File: config.mk
export PLATFORM = sky130hd
export DESIGN_NAME = lgc_config
export DESIGN_NICKNAME = d
export VERILOG_FILES = /design/src/core/lgc_pkg.sv /design/src/core/lgc_irq_pin.sv /design/src/core/lgc_config.sv
export VERILOG_INCLUDE_DIRS = /design/src /design/src/core
export SDC_FILE = /design/constraint.sdc
export NUM_CORES = 1
export LEC_CHECK = 0
export BUFFER_PORTS_ARGS = -buffer_cell sky130_fd_sc_hd__buf_2
export CAP_MARGIN = 0
export CORE_MARGIN = 2
export CORE_UTILIZATION = 55
export CTS_CLUSTER_SIZE = 8
export DETAILED_ROUTE_END_ITERATION = 6
export PLACE_DENSITY = 0.85
export SLEW_MARGIN = 20
export SYNTH_ARGS = -nofsm -noshare
export SYNTH_HDL_FRONTEND = slang
export SYNTH_SLANG_ARGS = --single-unit
File: constraint.sdc
create_clock -name clk -period 2.1 [get_ports clk]
set_input_delay 0.21 -clock clk [delete_from_list [all_inputs] [get_ports clk]]
set_output_delay 0.21 -clock clk [all_outputs]
set_load 0.005 [all_outputs]
File: src/core/lgc_defines.svh
// Purpose: Offsets, field positions, reset values and masks of the line
//          interface configuration bank.
// Assumes: Eight-bit host data, eight-bit register addresses.
// Notes:   Definitions only; included by bare name.
`ifndef LGC_DEFINES_SVH
`define LGC_DEFINES_SVH

// ----------------------------------------
// Register offsets
// ----------------------------------------
`define LGC_ADDR_SW_RESET 8'h01
`define LGC_ADDR_CH1_TERM 8'h02
`define LGC_ADDR_CH1_JITTER 8'h03
`define LGC_ADDR_GLOBAL 8'h20
`define LGC_ADDR_IRQ_SRC 8'h21
`define LGC_ADDR_CH2_TERM 8'h22
`define LGC_ADDR_CH2_JITTER 8'h23

// ----------------------------------------
// Reset values and writable masks
// ----------------------------------------
`define LGC_RST_SW_RESET 8'h00
`define LGC_RST_GLOBAL 8'h04
`define LGC_RST_TERM 8'h00
`define LGC_RST_JITTER 8'h20
`define LGC_MASK_GLOBAL 8'hDF
`define LGC_MASK_TERM 8'h3F
`define LGC_MASK_JITTER 8'h3F
`define LGC_MASK_IRQ_SRC 8'h03
`define LGC_KEEP_GLOBAL 8'h10

// ----------------------------------------
// Field positions
// ----------------------------------------
`define LGC_MON_MSB 7
`define LGC_MON_LSB 6
`define LGC_STD_BIT 4
`define LGC_BCAST_BIT 3
`define LGC_IRQ_DIS_BIT 2
`define LGC_PIN_MSB 1
`define LGC_PIN_LSB 0
`define LGC_TX_TERM_MSB 5
`define LGC_TX_TERM_LSB 3
`define LGC_RX_TERM_MSB 2
`define LGC_RX_TERM_LSB 0
`define LGC_JITTER_LIMIT_MODE_BIT 5
`define LGC_JA_PLACE_MSB 4
`define LGC_JA_PLACE_LSB 3
`define LGC_JA_DEPTH_MSB 2
`define LGC_JA_DEPTH_LSB 1
`define LGC_JA_BW_BIT 0

// ----------------------------------------
// Elastic buffer depths in bits
// ----------------------------------------
`define LGC_DEPTH_128 8'h80
`define LGC_DEPTH_64 8'h40
`define LGC_DEPTH_32 8'h20

`endif

File: src/core/lgc_pkg.sv
// Purpose: Types shared by the configuration bank and its pin driver.
// Assumes: Nothing beyond the defines header.
// Notes:   Enums carry no explicit codes.
package lgc_pkg;

	// ----------------------------------------
	// Decoded settings
	// ----------------------------------------
	typedef enum logic [2:0] {LGC_TERM_75, LGC_TERM_120, LGC_TERM_100, LGC_TERM_110,
		LGC_TERM_EXT} lgc_term_t;
	typedef enum logic [1:0] {LGC_JA_OFF, LGC_JA_TX, LGC_JA_RX} lgc_ja_place_t;
	typedef enum logic [1:0] {LGC_BW_E1_6P8, LGC_BW_T1_5, LGC_BW_E1_0P9,
		LGC_BW_T1_1P25} lgc_ja_corner_t;
	typedef enum logic [1:0] {LGC_MON_NORMAL, LGC_MON_RX2, LGC_MON_TX2} lgc_monitor_t;
	typedef enum logic [1:0] {LGC_PIN_OD_LOW, LGC_PIN_PP_LOW, LGC_PIN_PP_HIGH} lgc_pin_style_t;

	// One channel's decoded configuration
	typedef struct packed {
		lgc_term_t txTerm;
		lgc_term_t rxTerm;
		lgc_ja_place_t jaPlace;
		logic [7:0] jaDepthBits;
		lgc_ja_corner_t jaCorner;
		logic jaLimit;
	} lgc_chan_cfg_t;

	// Host request
	typedef struct packed {
		logic [7:0] addr;
		logic wr;
		logic rd;
		logic [7:0] wrData;
	} lgc_host_req_t;

	// Whole state of the bank
	typedef struct packed {
		logic [7:0] globalCfg;
		logic [1:0][7:0] term;
		logic [1:0][7:0] jitter;
		logic [7:0] rdData;
		logic rdValid;
		logic [1:0] drvHiZ;
		logic swResetPulse;
		lgc_chan_cfg_t [1:0] chCfg;
		lgc_monitor_t monitor;
		logic t1Mode;
		logic irqDisable;
		lgc_pin_style_t pinStyle;
	} lgc_state_t;

	// Whole state of the interrupt pin driver
	typedef struct packed {
		logic active;
		logic pinOut;
		logic pinOe_n;
	} lgc_pin_state_t;

endpackage : lgc_pkg

File: src/core/lgc_irq_pin.sv
// Purpose: Interrupt pin driver with global disable and selectable style.
// Assumes: Channel requests already pass their own mask bits.
// Notes:   Output enable is low while the pin is driven.
`timescale 1ns/1ps
`default_nettype none

module lgc_irq_pin (
	// Clock and reset
	input wire logic clk,
	input wire logic rst,
	// Control
	input wire logic [1:0] chIrq,
	input wire logic irqDisable,
	input wire lgc_pkg::lgc_pin_style_t pinStyle,
	// Pin
	output logic pinOut,
	output logic pinOe_n
);

	lgc_pkg::lgc_pin_state_t st;
	lgc_pkg::lgc_pin_state_t next_st;

	// Next pin level; open drain only ever pulls low
	always_comb begin
		next_st = st;
		next_st.active = (|chIrq) && !irqDisable;
		unique case (pinStyle)
			lgc_pkg::LGC_PIN_OD_LOW: begin
				next_st.pinOut = 1'b0;
				next_st.pinOe_n = !next_st.active;
			end
			lgc_pkg::LGC_PIN_PP_LOW: begin
				next_st.pinOut = !next_st.active;
				next_st.pinOe_n = 1'b0;
			end
			lgc_pkg::LGC_PIN_PP_HIGH: begin
				next_st.pinOut = next_st.active;
				next_st.pinOe_n = 1'b0;
			end
			default: begin
				next_st.pinOut = 1'b1;
				next_st.pinOe_n = 1'b1;
			end
		endcase
	end

	// State register; pin released at reset
	always_ff @(posedge clk or posedge rst) begin
		if (rst) begin
			st <= '{active: 1'b0, pinOut: 1'b1, pinOe_n: 1'b1};
		end else begin
			st <= next_st;
		end
	end

	assign pinOut = st.pinOut;
	assign pinOe_n = st.pinOe_n;
endmodule : lgc_irq_pin

`default_nettype wire

File: src/core/lgc_config.sv
// Purpose: Global and per-channel configuration bank of a dual line interface.
// Assumes: Host strobes are one-cycle and synchronous to clk.
// Notes:   Read data return one cycle after the read strobe.
//
// How it works
// Any write to the software reset offset restores defaults and default port states.
// Software reset register stores nothing; it always reads its fixed value.
// After a software reset all line drivers are held high impedance.
// Line standard bit survives a software reset unchanged.
// Monitor field routes receiver 1 to channel 2 receive or transmit path.
// Global bit 4 selects E1 at 0, T1/J1 at 1, for both channels.
// Host waits 50 us after changing line standard before other accesses.
// With broadcast set, a channel register write lands in both channels.
// Global disable bit, reset to 1, blocks all channel interrupts.
// Pin style selects open drain low, push-pull low or push-pull high.
// Source register bit n reads 0 when channel n+1 interrupts.
// Transmit termination code selects 75/120/100/110 ohms or external, E1 only.
// Receive termination code selects 75/120/100/110 ohms or external resistors.
// Termination and jitter registers exist per channel at 02H/03H and 22H/23H.
// Jitter placement: unused, transmit path or receive path.
// Jitter depth: 128, 64 or 32 bits of elastic buffer.
// Bandwidth bit selects jitter corner, depending on line standard.
// Limit bit, reset to 1, selects jitter limit mode.
// Reserved bits read zero and ignore writes.
`timescale 1ns/1ps
`default_nettype none
`include "lgc_defines.svh"

module lgc_config (
	// Clock and reset
	input wire logic clk,
	input wire logic rst,
	// Host register port
	input wire logic [7:0] hostAddr,
	input wire logic hostWr,
	input wire logic hostRd,
	input wire logic [7:0] hostWrData,
	output logic [7:0] hostRdData,
	output logic hostRdValid,
	// Channel interrupt requests, already masked per source
	input wire logic [1:0] chIrq,
	// Decoded configuration
	output lgc_pkg::lgc_chan_cfg_t [1:0] chanCfg,
	output lgc_pkg::lgc_monitor_t monitorRoute,
	output logic t1Mode,
	output logic [1:0] drvHiZ,
	output logic swResetPulse,
	// Interrupt pin
	output logic irqOut,
	output logic irqOe_n
);

	// ----------------------------------------
	// Address tables
	// ----------------------------------------
	localparam logic [1:0][7:0] TERM_ADDR = {`LGC_ADDR_CH2_TERM, `LGC_ADDR_CH1_TERM};
	localparam logic [1:0][7:0] JIT_ADDR = {`LGC_ADDR_CH2_JITTER, `LGC_ADDR_CH1_JITTER};

	// ----------------------------------------
	// Decode functions
	// ----------------------------------------

	// Termination code to impedance; top bit picks external resistors
	function automatic lgc_pkg::lgc_term_t decodeTerm(input logic [2:0] code);
		lgc_pkg::lgc_term_t t;
		if (code[2]) begin
			t = lgc_pkg::LGC_TERM_EXT;
		end else begin
			unique case (code[1:0])
				2'h0: t = lgc_pkg::LGC_TERM_75;
				2'h1: t = lgc_pkg::LGC_TERM_120;
				2'h2: t = lgc_pkg::LGC_TERM_100;
				2'h3: t = lgc_pkg::LGC_TERM_110;
			endcase
		end
		return t;
	endfunction : decodeTerm

	// Placement: codes 00 and 10 leave the attenuator out
	function automatic lgc_pkg::lgc_ja_place_t decodePlace(input logic [1:0] code);
		lgc_pkg::lgc_ja_place_t p;
		if (!code[0]) begin
			p = lgc_pkg::LGC_JA_OFF;
		end else if (code[1]) begin
			p = lgc_pkg::LGC_JA_RX;
		end else begin
			p = lgc_pkg::LGC_JA_TX;
		end
		return p;
	endfunction : decodePlace

	// Elastic buffer depth in bits
	function automatic logic [7:0] decodeDepth(input logic [1:0] code);
		logic [7:0] d;
		if (code[1]) begin
			d = `LGC_DEPTH_32;
		end else if (code[0]) begin
			d = `LGC_DEPTH_64;
		end else begin
			d = `LGC_DEPTH_128;
		end
		return d;
	endfunction : decodeDepth

	// Corner depends on both the bandwidth bit and the line standard
	function automatic lgc_pkg::lgc_ja_corner_t decodeCorner(input logic bw, input logic t1);
		lgc_pkg::lgc_ja_corner_t c;
		unique case ({bw, t1})
			2'h0: c = lgc_pkg::LGC_BW_E1_6P8;
			2'h1: c = lgc_pkg::LGC_BW_T1_5;
			2'h2: c = lgc_pkg::LGC_BW_E1_0P9;
			2'h3: c = lgc_pkg::LGC_BW_T1_1P25;
		endcase
		return c;
	endfunction : decodeCorner

	// Monitor routing: codes 00 and 10 are normal
	function automatic lgc_pkg::lgc_monitor_t decodeMonitor(input logic [1:0] code);
		lgc_pkg::lgc_monitor_t m;
		if (!code[0]) begin
			m = lgc_pkg::LGC_MON_NORMAL;
		end else if (code[1]) begin
			m = lgc_pkg::LGC_MON_TX2;
		end else begin
			m = lgc_pkg::LGC_MON_RX2;
		end
		return m;
	endfunction : decodeMonitor

	// Pin style: x0 is open drain
	function automatic lgc_pkg::lgc_pin_style_t decodePin(input logic [1:0] code);
		lgc_pkg::lgc_pin_style_t s;
		if (!code[0]) begin
			s = lgc_pkg::LGC_PIN_OD_LOW;
		end else if (code[1]) begin
			s = lgc_pkg::LGC_PIN_PP_HIGH;
		end else begin
			s = lgc_pkg::LGC_PIN_PP_LOW;
		end
		return s;
	endfunction : decodePin

	// ----------------------------------------
	// State
	// ----------------------------------------
	lgc_pkg::lgc_state_t s;
	lgc_pkg::lgc_state_t next_s;
	lgc_pkg::lgc_host_req_t req;

	assign req = '{addr: hostAddr, wr: hostWr, rd: hostRd, wrData: hostWrData};

	// Register writes, reads and decoded outputs
	always_comb begin
		next_s = s;
		next_s.rdValid = 1'b0;
		next_s.swResetPulse = 1'b0;
		if (req.wr && req.addr == `LGC_ADDR_SW_RESET) begin
			// Defaults everywhere except the line standard bit
			next_s.globalCfg = (`LGC_RST_GLOBAL & ~`LGC_KEEP_GLOBAL)
				| (s.globalCfg & `LGC_KEEP_GLOBAL);
			next_s.term = {2{`LGC_RST_TERM}};
			next_s.jitter = {2{`LGC_RST_JITTER}};
			next_s.drvHiZ = 2'h3;
			next_s.swResetPulse = 1'b1;
		end else if (req.wr) begin
			if (req.addr == `LGC_ADDR_GLOBAL) begin
				next_s.globalCfg = req.wrData & `LGC_MASK_GLOBAL;
			end
			for (int c = 0; c < 2; c++) begin
				// Own offset, or the partner's offset while broadcasting
				if (req.addr == TERM_ADDR[c] || (s.globalCfg[`LGC_BCAST_BIT]
					&& req.addr == TERM_ADDR[1 - c])) begin
					next_s.term[c] = req.wrData & `LGC_MASK_TERM;
					next_s.drvHiZ[c] = 1'b0;
				end
				if (req.addr == JIT_ADDR[c] || (s.globalCfg[`LGC_BCAST_BIT]
					&& req.addr == JIT_ADDR[1 - c])) begin
					next_s.jitter[c] = req.wrData & `LGC_MASK_JITTER;
				end
			end
		end
		if (req.rd) begin
			next_s.rdValid = 1'b1;
			unique case (req.addr)
				`LGC_ADDR_SW_RESET: next_s.rdData = `LGC_RST_SW_RESET;
				`LGC_ADDR_GLOBAL: next_s.rdData = s.globalCfg;
				`LGC_ADDR_IRQ_SRC: next_s.rdData = {6'h00, ~chIrq} & `LGC_MASK_IRQ_SRC;
				`LGC_ADDR_CH1_TERM: next_s.rdData = s.term[0];
				`LGC_ADDR_CH2_TERM: next_s.rdData = s.term[1];
				`LGC_ADDR_CH1_JITTER: next_s.rdData = s.jitter[0];
				`LGC_ADDR_CH2_JITTER: next_s.rdData = s.jitter[1];
				default: next_s.rdData = 8'h00;
			endcase
		end
		// Decode from the values about to be stored so outputs track writes
		next_s.monitor = decodeMonitor(next_s.globalCfg[`LGC_MON_MSB:`LGC_MON_LSB]);
		next_s.t1Mode = next_s.globalCfg[`LGC_STD_BIT];
		next_s.irqDisable = next_s.globalCfg[`LGC_IRQ_DIS_BIT];
		next_s.pinStyle = decodePin(next_s.globalCfg[`LGC_PIN_MSB:`LGC_PIN_LSB]);
		for (int c = 0; c < 2; c++) begin
			next_s.chCfg[c].txTerm =
				decodeTerm(next_s.term[c][`LGC_TX_TERM_MSB:`LGC_TX_TERM_LSB]);
			// External transmit resistors are an E1 option; T1/J1 falls back to 100 ohms
			if (next_s.t1Mode && next_s.chCfg[c].txTerm == lgc_pkg::LGC_TERM_EXT) begin
				next_s.chCfg[c].txTerm = lgc_pkg::LGC_TERM_100;
			end
			next_s.chCfg[c].rxTerm =
				decodeTerm(next_s.term[c][`LGC_RX_TERM_MSB:`LGC_RX_TERM_LSB]);
			next_s.chCfg[c].jaPlace =
				decodePlace(next_s.jitter[c][`LGC_JA_PLACE_MSB:`LGC_JA_PLACE_LSB]);
			next_s.chCfg[c].jaDepthBits =
				decodeDepth(next_s.jitter[c][`LGC_JA_DEPTH_MSB:`LGC_JA_DEPTH_LSB]);
			next_s.chCfg[c].jaCorner =
				decodeCorner(next_s.jitter[c][`LGC_JA_BW_BIT], next_s.t1Mode);
			next_s.chCfg[c].jaLimit = next_s.jitter[c][`LGC_JITTER_LIMIT_MODE_BIT];
		end
	end

	// Reset image, fixed values only
	localparam lgc_pkg::lgc_chan_cfg_t CFG_RST = '{txTerm: lgc_pkg::LGC_TERM_75,
		rxTerm: lgc_pkg::LGC_TERM_75, jaPlace: lgc_pkg::LGC_JA_OFF,
		jaDepthBits: `LGC_DEPTH_128, jaCorner: lgc_pkg::LGC_BW_E1_6P8, jaLimit: 1'b1};

	// State register
	always_ff @(posedge clk or posedge rst) begin
		if (rst) begin
			s <= '{globalCfg: `LGC_RST_GLOBAL, term: {2{`LGC_RST_TERM}},
				jitter: {2{`LGC_RST_JITTER}}, rdData: 8'h00, rdValid: 1'b0,
				drvHiZ: 2'h3, swResetPulse: 1'b0, chCfg: {2{CFG_RST}},
				monitor: lgc_pkg::LGC_MON_NORMAL, t1Mode: 1'b0, irqDisable: 1'b1,
				pinStyle: lgc_pkg::LGC_PIN_OD_LOW};
		end else begin
			s <= next_s;
		end
	end

	// ----------------------------------------
	// Outputs
	// ----------------------------------------
	assign hostRdData = s.rdData;
	assign hostRdValid = s.rdValid;
	assign chanCfg = s.chCfg;
	assign monitorRoute = s.monitor;
	assign t1Mode = s.t1Mode;
	assign drvHiZ = s.drvHiZ;
	assign swResetPulse = s.swResetPulse;

	// Pin driver keeps its own registered outputs
	lgc_irq_pin uIrqPin (
		.clk(clk),
		.rst(rst),
		.chIrq(chIrq),
		.irqDisable(s.irqDisable),
		.pinStyle(s.pinStyle),
		.pinOut(irqOut),
		.pinOe_n(irqOe_n)
	);
endmodule : lgc_config

`default_nettype wire

==> results of run 1 <==
through the flow:
step,instances,instance area [um^2],total power [mW],hold slack [ns],util
5_1_grt,455,3940,3.05,0.112,0.623
4_1_cts,455,3940,2.96,0.100,0.623
3_5_place_dp,438,3700,1.74,0.305,0.586
6_report,455,3940,2.93,0.124,0.623
3_3_place_gp,438,3700,1.73,0.295,0.586
2_1_floorplan,348,3610,1.67,0.241,-
metal layers:
metal  global-route usage  part of all wire  vias to the layer above
met4               0.0808             0.014                        0
met3               0.0619             0.065                       10
met2                0.349              0.49                       86
li1                     -                 -                     1170
met5                    0                 0                        -
met1                0.305              0.43                     1229
registers in the layout, indices dropped and copies added (netlist names):
signal and flops:
uIrqPin.pinOut 1, s 32, hostRdValid 1, drvHiZ 2
monitorRoute 2, swResetPulse 1, uIrqPin.pinOe_n 1, chanCfg 21
hostRdData 8
synthesized netlist by cell type (all sizes together) (2+ instances only):
library cell  instances
or2                   3
nor4                  3
nand3b                5
or4                   2
a22o                  3
a32o                  4
o22ai                 3
o21ai                13
buf                  60
clkbuf               10
dfrtp                60
inv                  10
mux2i                31
nand2                18
or3                   2
nor3b                 2
nand4                 2
mux2                  4
mux4                  4
or3b                 10
dfstp                 9
a21oi                 9
nand3                 8
nor2b                 7
nand2b                3
o311ai                2
nor3                  4
o31ai                 2
nor2                 37
worst max-delay path: stages:
cell,delay (ns)
buf_2,0.09
or3_1,0.48
or4_4,0.61
or3b_1,0.42
a21oi_2,0.13
cell type report:
type                       instances  area [um^2]
fill                             521         2380
sequential                        69         1740
multi-input combinational        198         1350
timing repair buffer              84          480
clock buffer                      13          159
tap                               77         96.3
clock inverter                     3         67.6
inverter                          11         41.3
where the power goes:
part	leakage [nW]	total [mW]	internal (mW)	switching [mW]
Combinational	1.01	0.269	0.117	0.152
Sequential	0.921	1.45	1.40	0.0421
Clock	0.110	1.22	0.735	0.481
Total	2.04	2.93	2.26	0.675
worst min-delay path by stage:
| stage | from | endpoint | slack [ns] | cells after the start |
|---|---|---|---|---|
| after CTS | hostRd | hostRdValid | 0.10 | 1 |
| after detailed placement | rst | s[0] | 0.30 | 2 |
| after global placement | rst | s[0] | 0.29 | 2 |
| final | hostRd | hostRdValid | 0.12 | 1 |
| after global routing | hostRd | hostRdValid | 0.11 | 1 |
| after floorplan | hostRd | hostRdValid | 0.24 | 0 |
cell families after synthesis:
| logic type | share of synthesized area |
|---|---|
| AND/OR/NAND/NOR | 0.163 |
| buffers and inverters | 0.147 |
| flip-flops | 0.485 |
| AO/OA/AOI/OAI | 0.0748 |
| multiplexers | 0.124 |
| adder cells (fa/ha/maj) | 0.00349 |
| other | 0.00105 |
==> summary.txt, run 1 <==
Status = completed
Crit path launch = hostAddr[4]
Cts repair resizes = 0
Arrival @ worst endpoint = 1.95 ns
Setup bufs post-CTS = 0
Worst Setup EP = chanCfg[11]
Actual slew at the worst max-slew pin = 0.581 ns
Cells after Synth = 339
I/O Buffers = 66
Synth Area per Inst = 10.6 um^2
Num CTS Buffers = 9
Slew HR = 0.612
Unrepaired setup endpoints after global routing = false
Pin count of the biggest net entering global routing = 29
Total Routing Usage GR = 0.225
Via density = 5.48
Setup TNS = 0 ns
DIE WIDTH = 84.7 um
Total Wirelength = 7620 um
Root Driver = clkbuf_8
Commonest non-fill, non-tap cell in the layout = buf_2
Final ANT Viol Nets = 0
Slew Limit Fails = 0
Critical Path Sink Type = flip-flop
Die H = 84.7 um
Area growth syn-to-layout = 9.93%
Final Hold Vio Count = 0
Clk Latency, worst-skew pair = 0.35 ns
Mapped Area = 0.00358 mm^2
CP startpoint kind = input port
Max-capacitance violation count = 0
Die area = 0.00717 mm^2
R2r worst-path depth = 4
Final Skew = 0.00891 ns
WL per Instance = 16.8 um
Commonest non-fill, non-tap cells in the layout = 66 x buf_2, 60 x dfrtp_1, 37 x nor2_1, 31 x mux2i_1, 18 x nand2_1
CTS tree = built
Clk buf depth = 2
GRT Residual Overflow = 0
Critical R2R Launch = s[91]
Starting Density = 0.567
1st-iter DRT viols = 168
Layout cells sized above 1 = 0.352
Cts hold-fix bufs = 1
Setup ws final = 0.427 ns
Power density cells = 745 mW/mm^2
Post-synthesis register bit count = 69
Synth cell types = 43
Pre-CTS WS = 0.0587 ns
Post-synth EDFFs = 0
First-pass GRT wire length = 12400 um
Number of iterations in the first detailed-routing pass = 4
Peak fanout along the critical path = 7
Initial antenna violation count = 0
DPL Wire Length = 5390 um
DRC = 0
Synth top area share = 0.419
Yosys warning count = 0
Vias = 2495
Leakage = 2.04 nW
Antenna cells = 0
Std-Cell Rows = 29
Core footprint = 0.00631 mm^2
Nets = 396
Final Wtd Congestion = 0.897
Clock transition at path regs = 0.07 ns
Synth area leaders = dfrtp_1 42%, buf_4 11%, mux2i_1 8.7%
Vias in the first global route = 2519
Top_reg_cell synth = dfrtp_1
IO Pins = 77
Final period utilization = 0.797
Async SR Flop Fraction = 1.00
Fin crit period = 1.67 ns
Largest area contributor in the netlist = dfrtp_1
Peak supply drop = 0.527 mV
Sequential fraction of the synthesis area = 0.485
Worst hold path type = in -> reg
CTS H-tree lvls = 3
R2r setup slk = 0.45 ns
Clock sink total = 69
Final setup fails = 0
FF-to-FF End = chanCfg[11]
Fmax = 598 MHz
Crit path kind = in -> reg
CP required = 2.37 ns
No activity file was read; power rests on OpenSTA's default activity.
==> run 2, diff against run 1 <==
==> constraint.sdc (replaced) <==
create_clock -name clk -period 1.6 [get_ports clk]
set_input_delay 0.16 -clock clk [delete_from_list [all_inputs] [get_ports clk]]
set_output_delay 0.16 -clock clk [all_outputs]
set_load 0.005 [all_outputs]
==> run 2 against run 1 <==
Effect of this change: routed wire length up 3.0%; final cell count rose by 3.7%; final area is 6.1% higher; die area unchanged; sequential power up 30%; combinational power grew 50%; clock skew increased by 0.0015 ns; critical path depth is the same; highest routed layer unchanged.
==> summary.txt, run 2 (synthesis results as in run 1) <==
Number of iterations in the first detailed-routing pass = 5 (+1)
CP required = 1.87 ns (-0.50 ns)
Nets = 413 (+4.3%)
Crit path max-delay family = simple AND/OR/NAND/NOR gates
Clock sink total = 69 (unchanged)
Sw Ratio = 0.228 (-0.00184)
Sequential power share = 0.470 (-0.023)
NetSw = 0.920 mW (+36%)
GRT Residual Overflow = 0 (unchanged)
Die H = 84.7 um (unchanged)
IO Pins = 77 (unchanged)
Post-route cell area = 0.00418 mm^2 (+6.1%)
Setup TNS = 0 ns (unchanged)
Final Hold Vio Count = 0 (unchanged)
Power density cells = 965 mW/mm^2 (+29%)
Num CTS Buffers = 9 (unchanged)
Peak supply drop = 0.696 mV (+32%)
Unrepaired setup endpoints after global routing = true
Clock transition at path regs = 0.07 ns (about the same)
CP max-delay cell = or4_4
Leakage = 2.13 nW (+4.4%)
Clock network power share = 0.429 (+0.014)
Antenna cells = 0 (unchanged)
CP cell instances = nor2b_2, or4_4, buf_12, mux2i_4, nor2_1
DIE WIDTH = 84.7 um (unchanged)
Clk buf depth = 2 (unchanged)
CTS H-tree lvls = 3 (unchanged)
Status = completed
Vias = 2585 (+3.6%)
Commonest non-fill, non-tap cell in the layout = buf_2
Final ANT Viol Nets = 0 (unchanged)
Core footprint = 0.00631 mm^2 (unchanged)
Std-Cell Rows = 29 (unchanged)
Internal power = 3.11 mW (+38%)
DRC = 0 (unchanged)
Clk Latency, worst-skew pair = 0.35 ns (about the same)
Starting Density = 0.567 (unchanged)
Critical Path Sink Type = flip-flop
Root Driver = clkbuf_8
DPL Wire Length = 5430 um (+0.75%)
Post-DP Area = 0.00385 mm^2 (+4.2%)
CP startpoint kind = flip-flop
WL per Instance = 16.6 um (-0.72%)
Max-capacitance violation count = 0 (unchanged)
CTS tree = built
Worst hold path type = in -> reg
Final Skew = 0.0104 ns (+0.00152 ns)
Layout fillers = 473 (-9.2%)
I/O Buffers = 66 (unchanged)
Arrival @ worst endpoint = 1.86 ns (-0.09 ns)
Max reg flops = 32 (unchanged)
Die area = 0.00717 mm^2 (unchanged)
Most flops, register = s
Peak fanout along the critical path = 11 (+4)
Final setup fails = 0 (unchanged)
Total Routing Usage GR = 0.227 (+0.00181)
Initial antenna violation count = 0 (unchanged)
1st-iter DRT viols = 197 (+17%)
Critical Path Max Stage Delay = 0.52 ns (-0.09 ns)
Fin crit period = 1.58 ns
Final Wtd Congestion = 0.894 (-0.30%)
Setup bufs post-CTS = 0 (unchanged)
Crit path kind = reg -> reg
Pin count of the biggest net entering global routing = 70 (+140%)
Fmax = 632 MHz
Commonest non-fill, non-tap cells in the layout = 66 x buf_2, 60 x dfrtp_1, 37 x nor2_1, 29 x buf_4, 27 x mux2i_1
First-pass GRT wire length = 12600 um (+1.2%)
Final period utilization = 0.989
Vias in the first global route = 2512 (-0.28%)
Slew Limit Fails = 0 (unchanged)
Gate power share = 0.100 (+0.008)
Via density = 5.48 (-0.12%)
Total Wirelength = 7850 um (+3.0%)
Area growth syn-to-layout = 16.7%
WP buf/inv = 1 (unchanged)
Layout cells sized above 1 = 0.403 (+0.0507)
[run 2: area by class of cell]
class	instances	area (um^2)	share of cell area
clock buffers	12	145	0.0348
clock inverters	4	95.1	0.0228
inverters	11	45.0	0.0108
multi-input cells	198	1410	0.337
flip-flops and latches	69	1740	0.416
well taps	77	96.3	0.0231
repair buffers	101	649	0.155
[run 2: metrics by stage]
| step | hold WS [ns] | utilization | cells | setup WS [ns] | total power [mW] |
|---|---|---|---|---|---|
| floorplan | 0.191 | - | 348 | -0.175 | 2.20 |
| global placement | 0.284 | 0.611 | 455 | -0.276 | 2.30 |
| detailed placement | 0.289 | 0.611 | 455 | -0.350 | 2.31 |
| CTS | 0.0432 | 0.651 | 472 | 0.0153 | 4.04 |
| global route | 0.0598 | 0.662 | 472 | -0.0411 | 4.17 |
| finish | 0.0502 | 0.662 | 472 | 0.0181 | 4.03 |
[run 2: what timing repair did]
item	CTS	global route
hold buffers	1	0
gates cloned	0	0
pin swaps	0	0
hold endpoints to repair	60	0
setup endpoints to repair	1	14
gates resized for setup	1	14
[run 2: power by group through the flow]
stage	combinational [mW]	clock, mW	sequential (mW)
floorplan	0.286	0	1.91
CTS	0.393	1.76	1.89
global placement	0.378	0	1.92
finish	0.404	1.73	1.89
global route	0.446	1.82	1.90
detailed placement	0.389	0	1.92
[run 2: layer usage]
metal	routed length (um)	track usage	vias to the layer above
li1	-	-	1201
met1	3480	0.315	1296
met2	3820	0.351	78
met3	460	0.0659	10
met4	95	0.0606	0
met5	0	0	-
[run 2: worst paths after layout]
path                                    start        end  slack (ns)  cells past startpoint
worst min-delay path            hostWrData[6]      s[94]        0.05                      3
worst min register to register      drvHiZ[1]  drvHiZ[1]        0.51                      2
min in group asynchronous                 rst       s[0]        0.45                      4
worst max register to register          s[91]      s[58]        0.02                      5
max in group asynchronous                 rst      s[61]        0.80                      4
worst max-delay path                    s[91]      s[58]        0.02                      5
[run 2: worst register-to-register path, cell delays in order (launching register included)]
cell	delay, ns
dfrtp_1	0.42
nor2b_2	0.08
or4_4	0.52
buf_12	0.18
mux2i_4	0.19
nor2_1	0.14
